### src/include/cws_pkg.sv
// Package: register map, field positions, reset values for the waveform block
// What this block does
// - Setting auto-restart makes hardware clear flag
// - Shutdown drives A and B override levels
// - Override level ignores output polarity
// - Without auto-restart, shutdown holds until cleared
// - Clear ignored while selected shutdown high
// - Overrides hold until next input rising edge
// - Auto-restart clears flag when sources low
// - Deadband counts on selected tick enable; all logic runs from clk_i
package cws_pkg;
  localparam logic [7:0] MAIN_CTRL_OFS = 8'h00;
  localparam logic [7:0] INPUT_SEL_OFS = 8'h04;
  localparam logic [7:0] SHUTDOWN_CTRL_OFS = 8'h08;
  localparam logic [7:0] RISE_DB_OFS = 8'h0c;
  localparam logic [7:0] FALL_DB_OFS = 8'h10;
  localparam logic [7:0] IRQ_STAT_OFS = 8'h14;
  localparam logic [7:0] IRQ_MASK_OFS = 8'h18;
  localparam logic [7:0] PIN_DIR_OFS = 8'h1c;
  // Main control fields
  localparam int MC_EN_BIT = 7;
  localparam int MC_OEA_BIT = 0;
  localparam int MC_OEB_BIT = 1;
  localparam int MC_POLA_BIT = 2;
  localparam int MC_POLB_BIT = 3;
  localparam int MC_CLKSEL_BIT = 4;
  // Input select fields
  localparam int IS_SRC_LSB = 0;
  localparam int IS_LVLA_BIT = 4;
  localparam int IS_LVLB_BIT = 5;
  // Shutdown control fields
  localparam int SD_ASE_BIT = 7;
  localparam int SD_ARS_BIT = 6;
  localparam int SD_SRC_LSB = 0;
  localparam int NUM_SRC = 4;
  localparam int NUM_SD = 4;
  // Interrupt status bits
  localparam int IRQ_SD_BIT = 0;
  localparam int IRQ_RESUME_BIT = 1;
  localparam logic [7:0] MAIN_CTRL_RST = 8'h00;
  localparam logic [7:0] INPUT_SEL_RST = 8'h00;
  localparam logic [7:0] SHUTDOWN_CTRL_RST = 8'h80;
  localparam logic [7:0] DB_RST = 8'h00;
  localparam logic [1:0] PIN_DIR_RST = 2'h3;
endpackage : cws_pkg

### src/verilog/cws_deadband.sv
// Deadband delay: holds a rising edge for a programmed count
`timescale 1ns/1ps
`default_nettype none
module cws_deadband (
  input wire logic clk_i,
  input wire logic rst_i,
  input wire logic tick_i,
  input wire logic in_i,
  input wire logic [5:0] delay_i,
  output logic out_o
);
  logic [5:0] cnt_q;
  wire cnt_zero = (cnt_q == 6'h00);
  always_ff @(posedge clk_i)
  begin
    if (rst_i)
    begin
      cnt_q <= 6'h00;
      out_o <= 1'b0;
    end
    else if (!in_i)
    begin
      cnt_q <= delay_i;
      out_o <= 1'b0;
    end
    else if (cnt_zero)
      out_o <= 1'b1;
    else if (tick_i)
      cnt_q <= cnt_q - 6'h01;
  end
endmodule : cws_deadband
`default_nettype wire

### src/verilog/cws_top.sv
// Complementary waveform generator with auto-shutdown and restart
//
// The register addresses and the Wishbone slave port are this design's own decisions.
`timescale 1ns/1ps
`default_nettype none
module cws_top (
  input wire logic clk_i,
  input wire logic rst_i,
  input wire logic [7:0] wb_adr_i,
  input wire logic [31:0] wb_dat_i,
  output logic [31:0] wb_dat_o,
  input wire logic wb_we_i,
  input wire logic [3:0] wb_sel_i,
  input wire logic wb_cyc_i,
  input wire logic wb_stb_i,
  output logic wb_ack_o,
  input wire logic [3:0] src_i,
  input wire logic [3:0] shutdown_i,
  input wire logic alt_clk_en_i,
  output logic output_a_pin_o,
  output logic output_a_oe_o,
  output logic output_b_pin_o,
  output logic output_b_oe_o,
  output logic irq_o
);
  logic [7:0] main_ctrl_reg_q;
  logic [7:0] input_select_reg_q;
  logic [7:0] shutdown_ctrl_reg_q;
  logic [7:0] rise_deadband_reg_q;
  logic [7:0] fall_deadband_reg_q;
  logic [1:0] irq_stat_q;
  logic [1:0] irq_mask_q;
  logic [1:0] pin_direction_bits_q;
  logic [3:0] src_m_q, src_s_q;
  logic [3:0] sd_m_q, sd_s_q;
  logic alt_m_q, alt_s_q;
  logic wave_prev_q;
  logic run_q;
  logic [31:0] rd_d;

  // Pin-side inputs pass two flops before use
  always_ff @(posedge clk_i)
  begin
    if (rst_i)
    begin
      src_m_q <= 4'h0;
      src_s_q <= 4'h0;
      sd_m_q <= 4'h0;
      sd_s_q <= 4'h0;
      alt_m_q <= 1'b0;
      alt_s_q <= 1'b0;
    end
    else
    begin
      src_m_q <= src_i;
      src_s_q <= src_m_q;
      sd_m_q <= shutdown_i;
      sd_s_q <= sd_m_q;
      alt_m_q <= alt_clk_en_i;
      alt_s_q <= alt_m_q;
    end
  end

  wire module_on_bit = main_ctrl_reg_q[cws_pkg::MC_EN_BIT];
  wire auto_restart_select = shutdown_ctrl_reg_q[cws_pkg::SD_ARS_BIT];
  wire shutdown_active_flag = shutdown_ctrl_reg_q[cws_pkg::SD_ASE_BIT];
  wire override_level_a = input_select_reg_q[cws_pkg::IS_LVLA_BIT];
  wire override_level_b = input_select_reg_q[cws_pkg::IS_LVLB_BIT];
  wire [1:0] src_sel = input_select_reg_q[1:0];
  wire [3:0] sd_sel = shutdown_ctrl_reg_q[3:0];
  wire wave = src_s_q[src_sel];
  wire wave_rise = wave && !wave_prev_q;
  wire sd_any = |(sd_s_q & sd_sel);
  // Own clock select; the alternate source is a gated enable, no 2nd domain
  wire tick = main_ctrl_reg_q[cws_pkg::MC_CLKSEL_BIT] ? alt_s_q : 1'b1;

  // Wishbone decode
  wire acc = wb_cyc_i && wb_stb_i && !wb_ack_o;
  // Write lands at the edge where the master sees ack, request still held
  wire wr = wb_cyc_i && wb_stb_i && wb_ack_o && wb_we_i && wb_sel_i[0];
  wire wr_main = wr && (wb_adr_i == cws_pkg::MAIN_CTRL_OFS);
  wire wr_isel = wr && (wb_adr_i == cws_pkg::INPUT_SEL_OFS);
  wire wr_sd = wr && (wb_adr_i == cws_pkg::SHUTDOWN_CTRL_OFS);
  wire wr_rdb = wr && (wb_adr_i == cws_pkg::RISE_DB_OFS);
  wire wr_fdb = wr && (wb_adr_i == cws_pkg::FALL_DB_OFS);
  wire wr_ist = wr && (wb_adr_i == cws_pkg::IRQ_STAT_OFS);
  wire wr_imk = wr && (wb_adr_i == cws_pkg::IRQ_MASK_OFS);
  wire wr_dir = wr && (wb_adr_i == cws_pkg::PIN_DIR_OFS);

  // Flag control
  wire sd_set = module_on_bit && sd_any;
  wire ase_wr = wb_dat_i[cws_pkg::SD_ASE_BIT];
  wire ars_wr = wb_dat_i[cws_pkg::SD_ARS_BIT];
  // Clear blocked while a selected input is high
  wire sw_clear = wr_sd && !ase_wr && !sd_any;
  wire auto_clear = auto_restart_select && !sd_any;
  wire ase_d = sd_set ? 1'b1 :
               (wr_sd && ase_wr) ? 1'b1 :
               (sw_clear || (auto_clear && !wr_sd)) ? 1'b0 :
               (wr_sd && ars_wr && !sd_any) ? 1'b0 :
               shutdown_active_flag;
  wire [7:0] sd_reg_d = wr_sd ?
    {ase_d, wb_dat_i[6:0]} : {ase_d, shutdown_ctrl_reg_q[6:0]};

  always_ff @(posedge clk_i)
  begin
    if (rst_i)
    begin
      main_ctrl_reg_q <= cws_pkg::MAIN_CTRL_RST;
      input_select_reg_q <= cws_pkg::INPUT_SEL_RST;
      shutdown_ctrl_reg_q <= cws_pkg::SHUTDOWN_CTRL_RST;
      rise_deadband_reg_q <= cws_pkg::DB_RST;
      fall_deadband_reg_q <= cws_pkg::DB_RST;
      irq_mask_q <= 2'h0;
      pin_direction_bits_q <= cws_pkg::PIN_DIR_RST;
    end
    else
    begin
      if (wr_main)
        main_ctrl_reg_q <= wb_dat_i[7:0];
      if (wr_isel)
        input_select_reg_q <= wb_dat_i[7:0];
      shutdown_ctrl_reg_q <= sd_reg_d;
      if (wr_rdb)
        rise_deadband_reg_q <= wb_dat_i[7:0];
      if (wr_fdb)
        fall_deadband_reg_q <= wb_dat_i[7:0];
      if (wr_imk)
        irq_mask_q <= wb_dat_i[1:0];
      if (wr_dir)
        pin_direction_bits_q <= wb_dat_i[1:0];
    end
  end

  // Run restarts only on first input rising edge after flag clears
  always_ff @(posedge clk_i)
  begin
    if (rst_i)
    begin
      run_q <= 1'b0;
      wave_prev_q <= 1'b0;
    end
    else
    begin
      wave_prev_q <= wave;
      if (shutdown_active_flag || !module_on_bit)
        run_q <= 1'b0;
      else if (wave_rise)
        run_q <= 1'b1;
    end
  end

  // Events: entering shutdown, resuming run; set wins over clear
  wire ev_sd = sd_set && !shutdown_active_flag;
  wire ev_res = wave_rise && !run_q && !shutdown_active_flag && module_on_bit;
  wire [1:0] ev = {ev_res, ev_sd};
  wire [1:0] ist_clr = wr_ist ? wb_dat_i[1:0] : 2'h0;
  always_ff @(posedge clk_i)
  begin
    if (rst_i)
      irq_stat_q <= 2'h0;
    else
      irq_stat_q <= (irq_stat_q & ~ist_clr) | ev;
  end

  logic dba, dbb;
  cws_deadband u_db_rise (
    .clk_i(clk_i),
    .rst_i(rst_i),
    .tick_i(tick),
    .in_i(wave),
    .delay_i(rise_deadband_reg_q[5:0]),
    .out_o(dba)
  );
  cws_deadband u_db_fall (
    .clk_i(clk_i),
    .rst_i(rst_i),
    .tick_i(tick),
    .in_i(!wave),
    .delay_i(fall_deadband_reg_q[5:0]),
    .out_o(dbb)
  );

  // Polarity only on normal waveform, never on override
  wire pol_a = main_ctrl_reg_q[cws_pkg::MC_POLA_BIT];
  wire pol_b = main_ctrl_reg_q[cws_pkg::MC_POLB_BIT];
  wire oe_a = main_ctrl_reg_q[cws_pkg::MC_OEA_BIT];
  wire oe_b = main_ctrl_reg_q[cws_pkg::MC_OEB_BIT];
  wire a_d = run_q ? (dba ^ pol_a) : override_level_a;
  wire b_d = run_q ? (dbb ^ pol_b) : override_level_b;
  // Pin driven only once module on, output enabled and direction cleared
  wire a_oe_d = module_on_bit && oe_a && !pin_direction_bits_q[0];
  wire b_oe_d = module_on_bit && oe_b && !pin_direction_bits_q[1];

  assign rd_d =
    (wb_adr_i == cws_pkg::MAIN_CTRL_OFS) ? {24'h0, main_ctrl_reg_q} :
    (wb_adr_i == cws_pkg::INPUT_SEL_OFS) ? {24'h0, input_select_reg_q} :
    (wb_adr_i == cws_pkg::SHUTDOWN_CTRL_OFS) ?
      {24'h0, shutdown_ctrl_reg_q} :
    (wb_adr_i == cws_pkg::RISE_DB_OFS) ? {24'h0, rise_deadband_reg_q} :
    (wb_adr_i == cws_pkg::FALL_DB_OFS) ? {24'h0, fall_deadband_reg_q} :
    (wb_adr_i == cws_pkg::IRQ_STAT_OFS) ? {30'h0, irq_stat_q} :
    (wb_adr_i == cws_pkg::IRQ_MASK_OFS) ? {30'h0, irq_mask_q} :
    (wb_adr_i == cws_pkg::PIN_DIR_OFS) ? {30'h0, pin_direction_bits_q} :
    32'h0;

  always_ff @(posedge clk_i)
  begin
    if (rst_i)
    begin
      wb_ack_o <= 1'b0;
      wb_dat_o <= 32'h0;
      output_a_pin_o <= 1'b0;
      output_b_pin_o <= 1'b0;
      output_a_oe_o <= 1'b0;
      output_b_oe_o <= 1'b0;
      irq_o <= 1'b0;
    end
    else
    begin
      wb_ack_o <= acc;
      wb_dat_o <= acc ? rd_d : 32'h0;
      output_a_pin_o <= a_d;
      output_b_pin_o <= b_d;
      output_a_oe_o <= a_oe_d;
      output_b_oe_o <= b_oe_d;
      irq_o <= |(irq_stat_q & irq_mask_q);
    end
  end

  sd_sets_flag_a: assert property (
    @(posedge clk_i) disable iff (rst_i)
    (module_on_bit && sd_any) |=> shutdown_active_flag)
    else $error("shutdown input did not set flag");
  override_a_lvl_a: assert property (
    @(posedge clk_i) disable iff (rst_i)
    !run_q |=> output_a_pin_o == $past(override_level_a))
    else $error("output A not at override level");
  override_b_lvl_a: assert property (
    @(posedge clk_i) disable iff (rst_i)
    !run_q |=> output_b_pin_o == $past(override_level_b))
    else $error("output B not at override level");
  clear_blocked_a: assert property (
    @(posedge clk_i) disable iff (rst_i)
    (shutdown_active_flag && sd_any) |=> shutdown_active_flag)
    else $error("flag cleared while shutdown input high");
  manual_hold_a: assert property (
    @(posedge clk_i) disable iff (rst_i)
    (shutdown_active_flag && !auto_restart_select && !wr_sd)
    |=> shutdown_active_flag)
    else $error("flag cleared without software");
  auto_clear_a: assert property (
    @(posedge clk_i) disable iff (rst_i)
    (auto_restart_select && !sd_any && !wr_sd)
    |=> !shutdown_active_flag)
    else $error("auto restart did not clear flag");
  resume_edge_a: assert property (
    @(posedge clk_i) disable iff (rst_i)
    $rose(run_q) |-> $past(wave_rise))
    else $error("resume without input rising edge");
  run_stops_a: assert property (
    @(posedge clk_i) disable iff (rst_i)
    shutdown_active_flag |=> !run_q)
    else $error("waveform ran during shutdown");
  irq_level_a: assert property (@(posedge clk_i) disable iff (rst_i)
    |(irq_stat_q & irq_mask_q) |=> irq_o)
    else $error("interrupt not raised");
endmodule : cws_top
`default_nettype wire
### config.mk
export PLATFORM = sky130hd
export DESIGN_NAME = cws_top
export DESIGN_NICKNAME = d
export VERILOG_FILES = /design/src/include/cws_pkg.sv /design/src/verilog/cws_deadband.sv /design/src/verilog/cws_top.sv
export SDC_FILE = /design/constraint.sdc
export NUM_CORES = 1
export LEC_CHECK = 0
export BUFFER_PORTS_ARGS = -buffer_cell sky130_fd_sc_hd__buf_2
export CAP_MARGIN = 10
export CELL_PAD_IN_SITES_DETAIL_PLACEMENT = 1
export CELL_PAD_IN_SITES_GLOBAL_PLACEMENT = 1
export CORE_MARGIN = 2
export CORE_UTILIZATION = 36
export DETAILED_ROUTE_END_ITERATION = 8
export MAX_ROUTING_LAYER = met4
export PLACE_DENSITY = 0.72
export SLEW_MARGIN = 20
export SYNTH_ARGS = -nofsm -noshare
export SYNTH_HDL_FRONTEND = slang
export SYNTH_SLANG_ARGS = --single-unit
### constraint.sdc
create_clock -name clk_i -period 1.5 [get_ports clk_i]
set_input_delay 0.3 -clock clk_i [delete_from_list [all_inputs] [get_ports clk_i]]
set_output_delay 0.3 -clock clk_i [all_outputs]
set_load 0.05 [all_outputs]
==> impl_metrics.yaml <==
outcome:
  outcome: "finished with violations"
  violations: "negative setup slack"
logic_synthesis:
  synth_edf_count: 0
  synth_cell_types: 51
  synth_top_area_share: 0.452
  ys_seq_area_frac: 0.452
  synth_cells: 447
  ys.flop_type: "dfxtp_1"
  avgSynthCellArea_um2: 9.32
  synth_area_leaders: "dfxtp_1 45%, mux2i_1 14%, nand2_1 5.1%"
  ys_ff_latch: 94
  synth_commonest_cells: "94 x dfxtp_1, 57 x mux2i_1, 57 x nand2_1"
  yosysTopAreaCell: "dfxtp_1"
  yosys.cell_count.top_type: "dfxtp_1"
  synth-warning-count: 0
  async_reset_ff_frac: 0
  synth_area_um2: 4170
pwr:
  peakVddDrop_uv: 597
  power_density_nw_per_um2: 1160
  p_leak_nw: 2.48
  p_total_mw: 6.22
hold_path:
  whs_path_depth: 2
  hp-class: "in2reg"
global_route:
  grt_remaining_overflow: 0
  grt_max_degree: 42
  grt_pass1_vias: 3638
  antenna_found_initial: 0
  grt_pass1_wl_mm: 19.0
  grt_usage: 0.202
cts:
  clk-insertion-delay-late_ns: 0.34
  cts_hold_buf: 0
  htreeDepth: 3
  cts_root_buf: "clkbuf_16"
  cts_tree: "yes"
  cts_buffers: 9
  cts_buffer_depth: 2
  clk_pin_slew_worst_paths_ns: 0.07
  cts_num_sinks: 94
floorplan:
  die-area_um2: 12500
  rows: 39
  start_util: 0.366
  die_x_um: 112
  io_pins: 96
  fp.dieH_um: 112
  core_um2: 11400
worst_setup_path:
  cp_top_family: "simple AND/OR/NAND/NOR gates"
  required_ns: 1.77
  cp_max_fo: 4
  max_stage_delay_ns: 0.54
  slowest_stage: "or4_4"
  arrival_ns: 1.78
  cp.depth: 3
  critical_path_class: "reg2reg"
  cp-start-kind: "register"
  crit_buf_inv: 0
  reg2regPathDepth: 3
  cp-end-kind: "register"
  crit_chain: "or4_4 -> or3_4 -> a211oi_2"
sta:
  hold_ws_ns: 0.167
  max_freq_ghz: 0.661
  setup_viol: 1
  period_minus_slack_ns: 1.51
  slew_violations: 0
  timing.final.ws_setup_ns: -0.0126
  finalCritPeriodShare: 1.01
  fin_worst_skew_ns: 0.00676
  hold_violations: 0
  grt_setup_unrepaired: "yes"
  finalSetupTns_ns: -0.0126
placed_design:
  gp_congestion: 0.852
  place_hpwl_mm: 8.78
  io_buffer_count: 44
final_layout:
  synthToLayoutAreaGrowth_pct: 28.9
  fillCellCount: 1329
  drive_gt1_frac: 0.303
  final_nets: 599
  multi_input_area_um2: 2220
  regArea_um2: 1900
  diodes: 0
routing:
  wl_mm: 12.5
  drtPass1Iterations: 4
  drc: 0
  ant_nets: 0
  post_drt_wl_per_cell_um: 18.2
  drt_iter0_markers: 165
  vias: 3557
  via_per_inst: 5.18
run:
  drv_cap: 0
[report_power, final]
group	switching [mW]	internal, mW
sequential	0.114	2.61
clock	0.943	1.38
combinational	0.621	0.549
[cell families after synthesis]
logic type                 synth area share
and+or+nand+nor                       0.214
AOI/OAI and AO/OA                    0.0958
adders and majority gates           0.00601
other                              0.000900
DFF                                   0.452
buffers and inverters                0.0730
xor gates and xnor gates            0.00841
muxes                                 0.150
[metal layers]
layer / GRT usage / vias to the layer above / part of all wire
li1: - / 1694 / -
met1: 0.240 / 1785 / 0.44
met2: 0.339 / 58 / 0.51
met3: 0.0408 / 20 / 0.031
met4: 0.0765 / 0 / 0.022
met5: - / - / 0
[layout by cell type (no fill, tap or decap), drive strengths merged, types with 3 or more instances in the layout]
cell / n
a211oi: 8
a21oi: 9
a22oi: 3
a31o: 6
a31oi: 5
buf: 99
clkbuf: 13
conb: 24
dfxtp: 94
inv: 12
mux2i: 57
nand2: 60
nand3: 9
nand4: 4
nor2: 45
nor2b: 24
nor3: 8
o21ai: 6
o2bb2ai: 6
or3: 7
or4: 4
xnor2: 4
[sequential cells by signal (all words and copies together), names as in the netlist, 4 cells and up]
register and cells:
sd_s_q 4, main_ctrl_reg_q 8, rise_deadband_reg_q 8, fall_deadband_reg_q 8, u_db_fall.cnt_q 6, src_s_q 4, u_db_rise.cnt_q 6, shutdown_ctrl_reg_q 8
sd_m_q 4, wb_dat_o 8, input_select_reg_q 8, src_m_q 4
[path summary, 6_finish.rpt]
path	start	to	slack [ns]
max	u_db_fall.cnt_q[0]	u_db_fall.cnt_q[3]	-0.01
min	shutdown_i[3]	sd_m_q[3]	0.17
max reg2reg	u_db_fall.cnt_q[0]	u_db_fall.cnt_q[3]	-0.01
min reg2reg	sd_m_q[3]	sd_s_q[3]	0.44
[metrics by stage]
| step | util | std cells | cell area, µm² | setup WS (ns) |
|---|---|---|---|---|
| floorplan | - | 470 | 4260 | 0.000294 |
| global placement | 0.423 | 661 | 4810 | -0.116 |
| detailed placement | 0.423 | 661 | 4810 | -0.213 |
| CTS | 0.452 | 677 | 5140 | -0.0199 |
| global route | 0.473 | 687 | 5370 | -0.0679 |
| finish | 0.473 | 687 | 5370 | -0.0126 |
[repair_timing]
item | in CTS | in global routing
cloned | 0 | 1
buffers inserted | 0 | 9
gates resized for setup | 10 | 41
endpoints found under the setup margin | 8 | 34
endpoints found under the hold margin | 0 | 0
pin swaps | 1 | 8
[cell type report]
class	instances	share of cell area
clock inverter	3	0.00769
inverter	11	0.00815
sequential	94	0.354
tap	143	0.0333
clock buffer	13	0.0484
multi-input combinational	324	0.412
timing repair buffer	99	0.136
No activity file was read; power rests on OpenSTA's default activity.
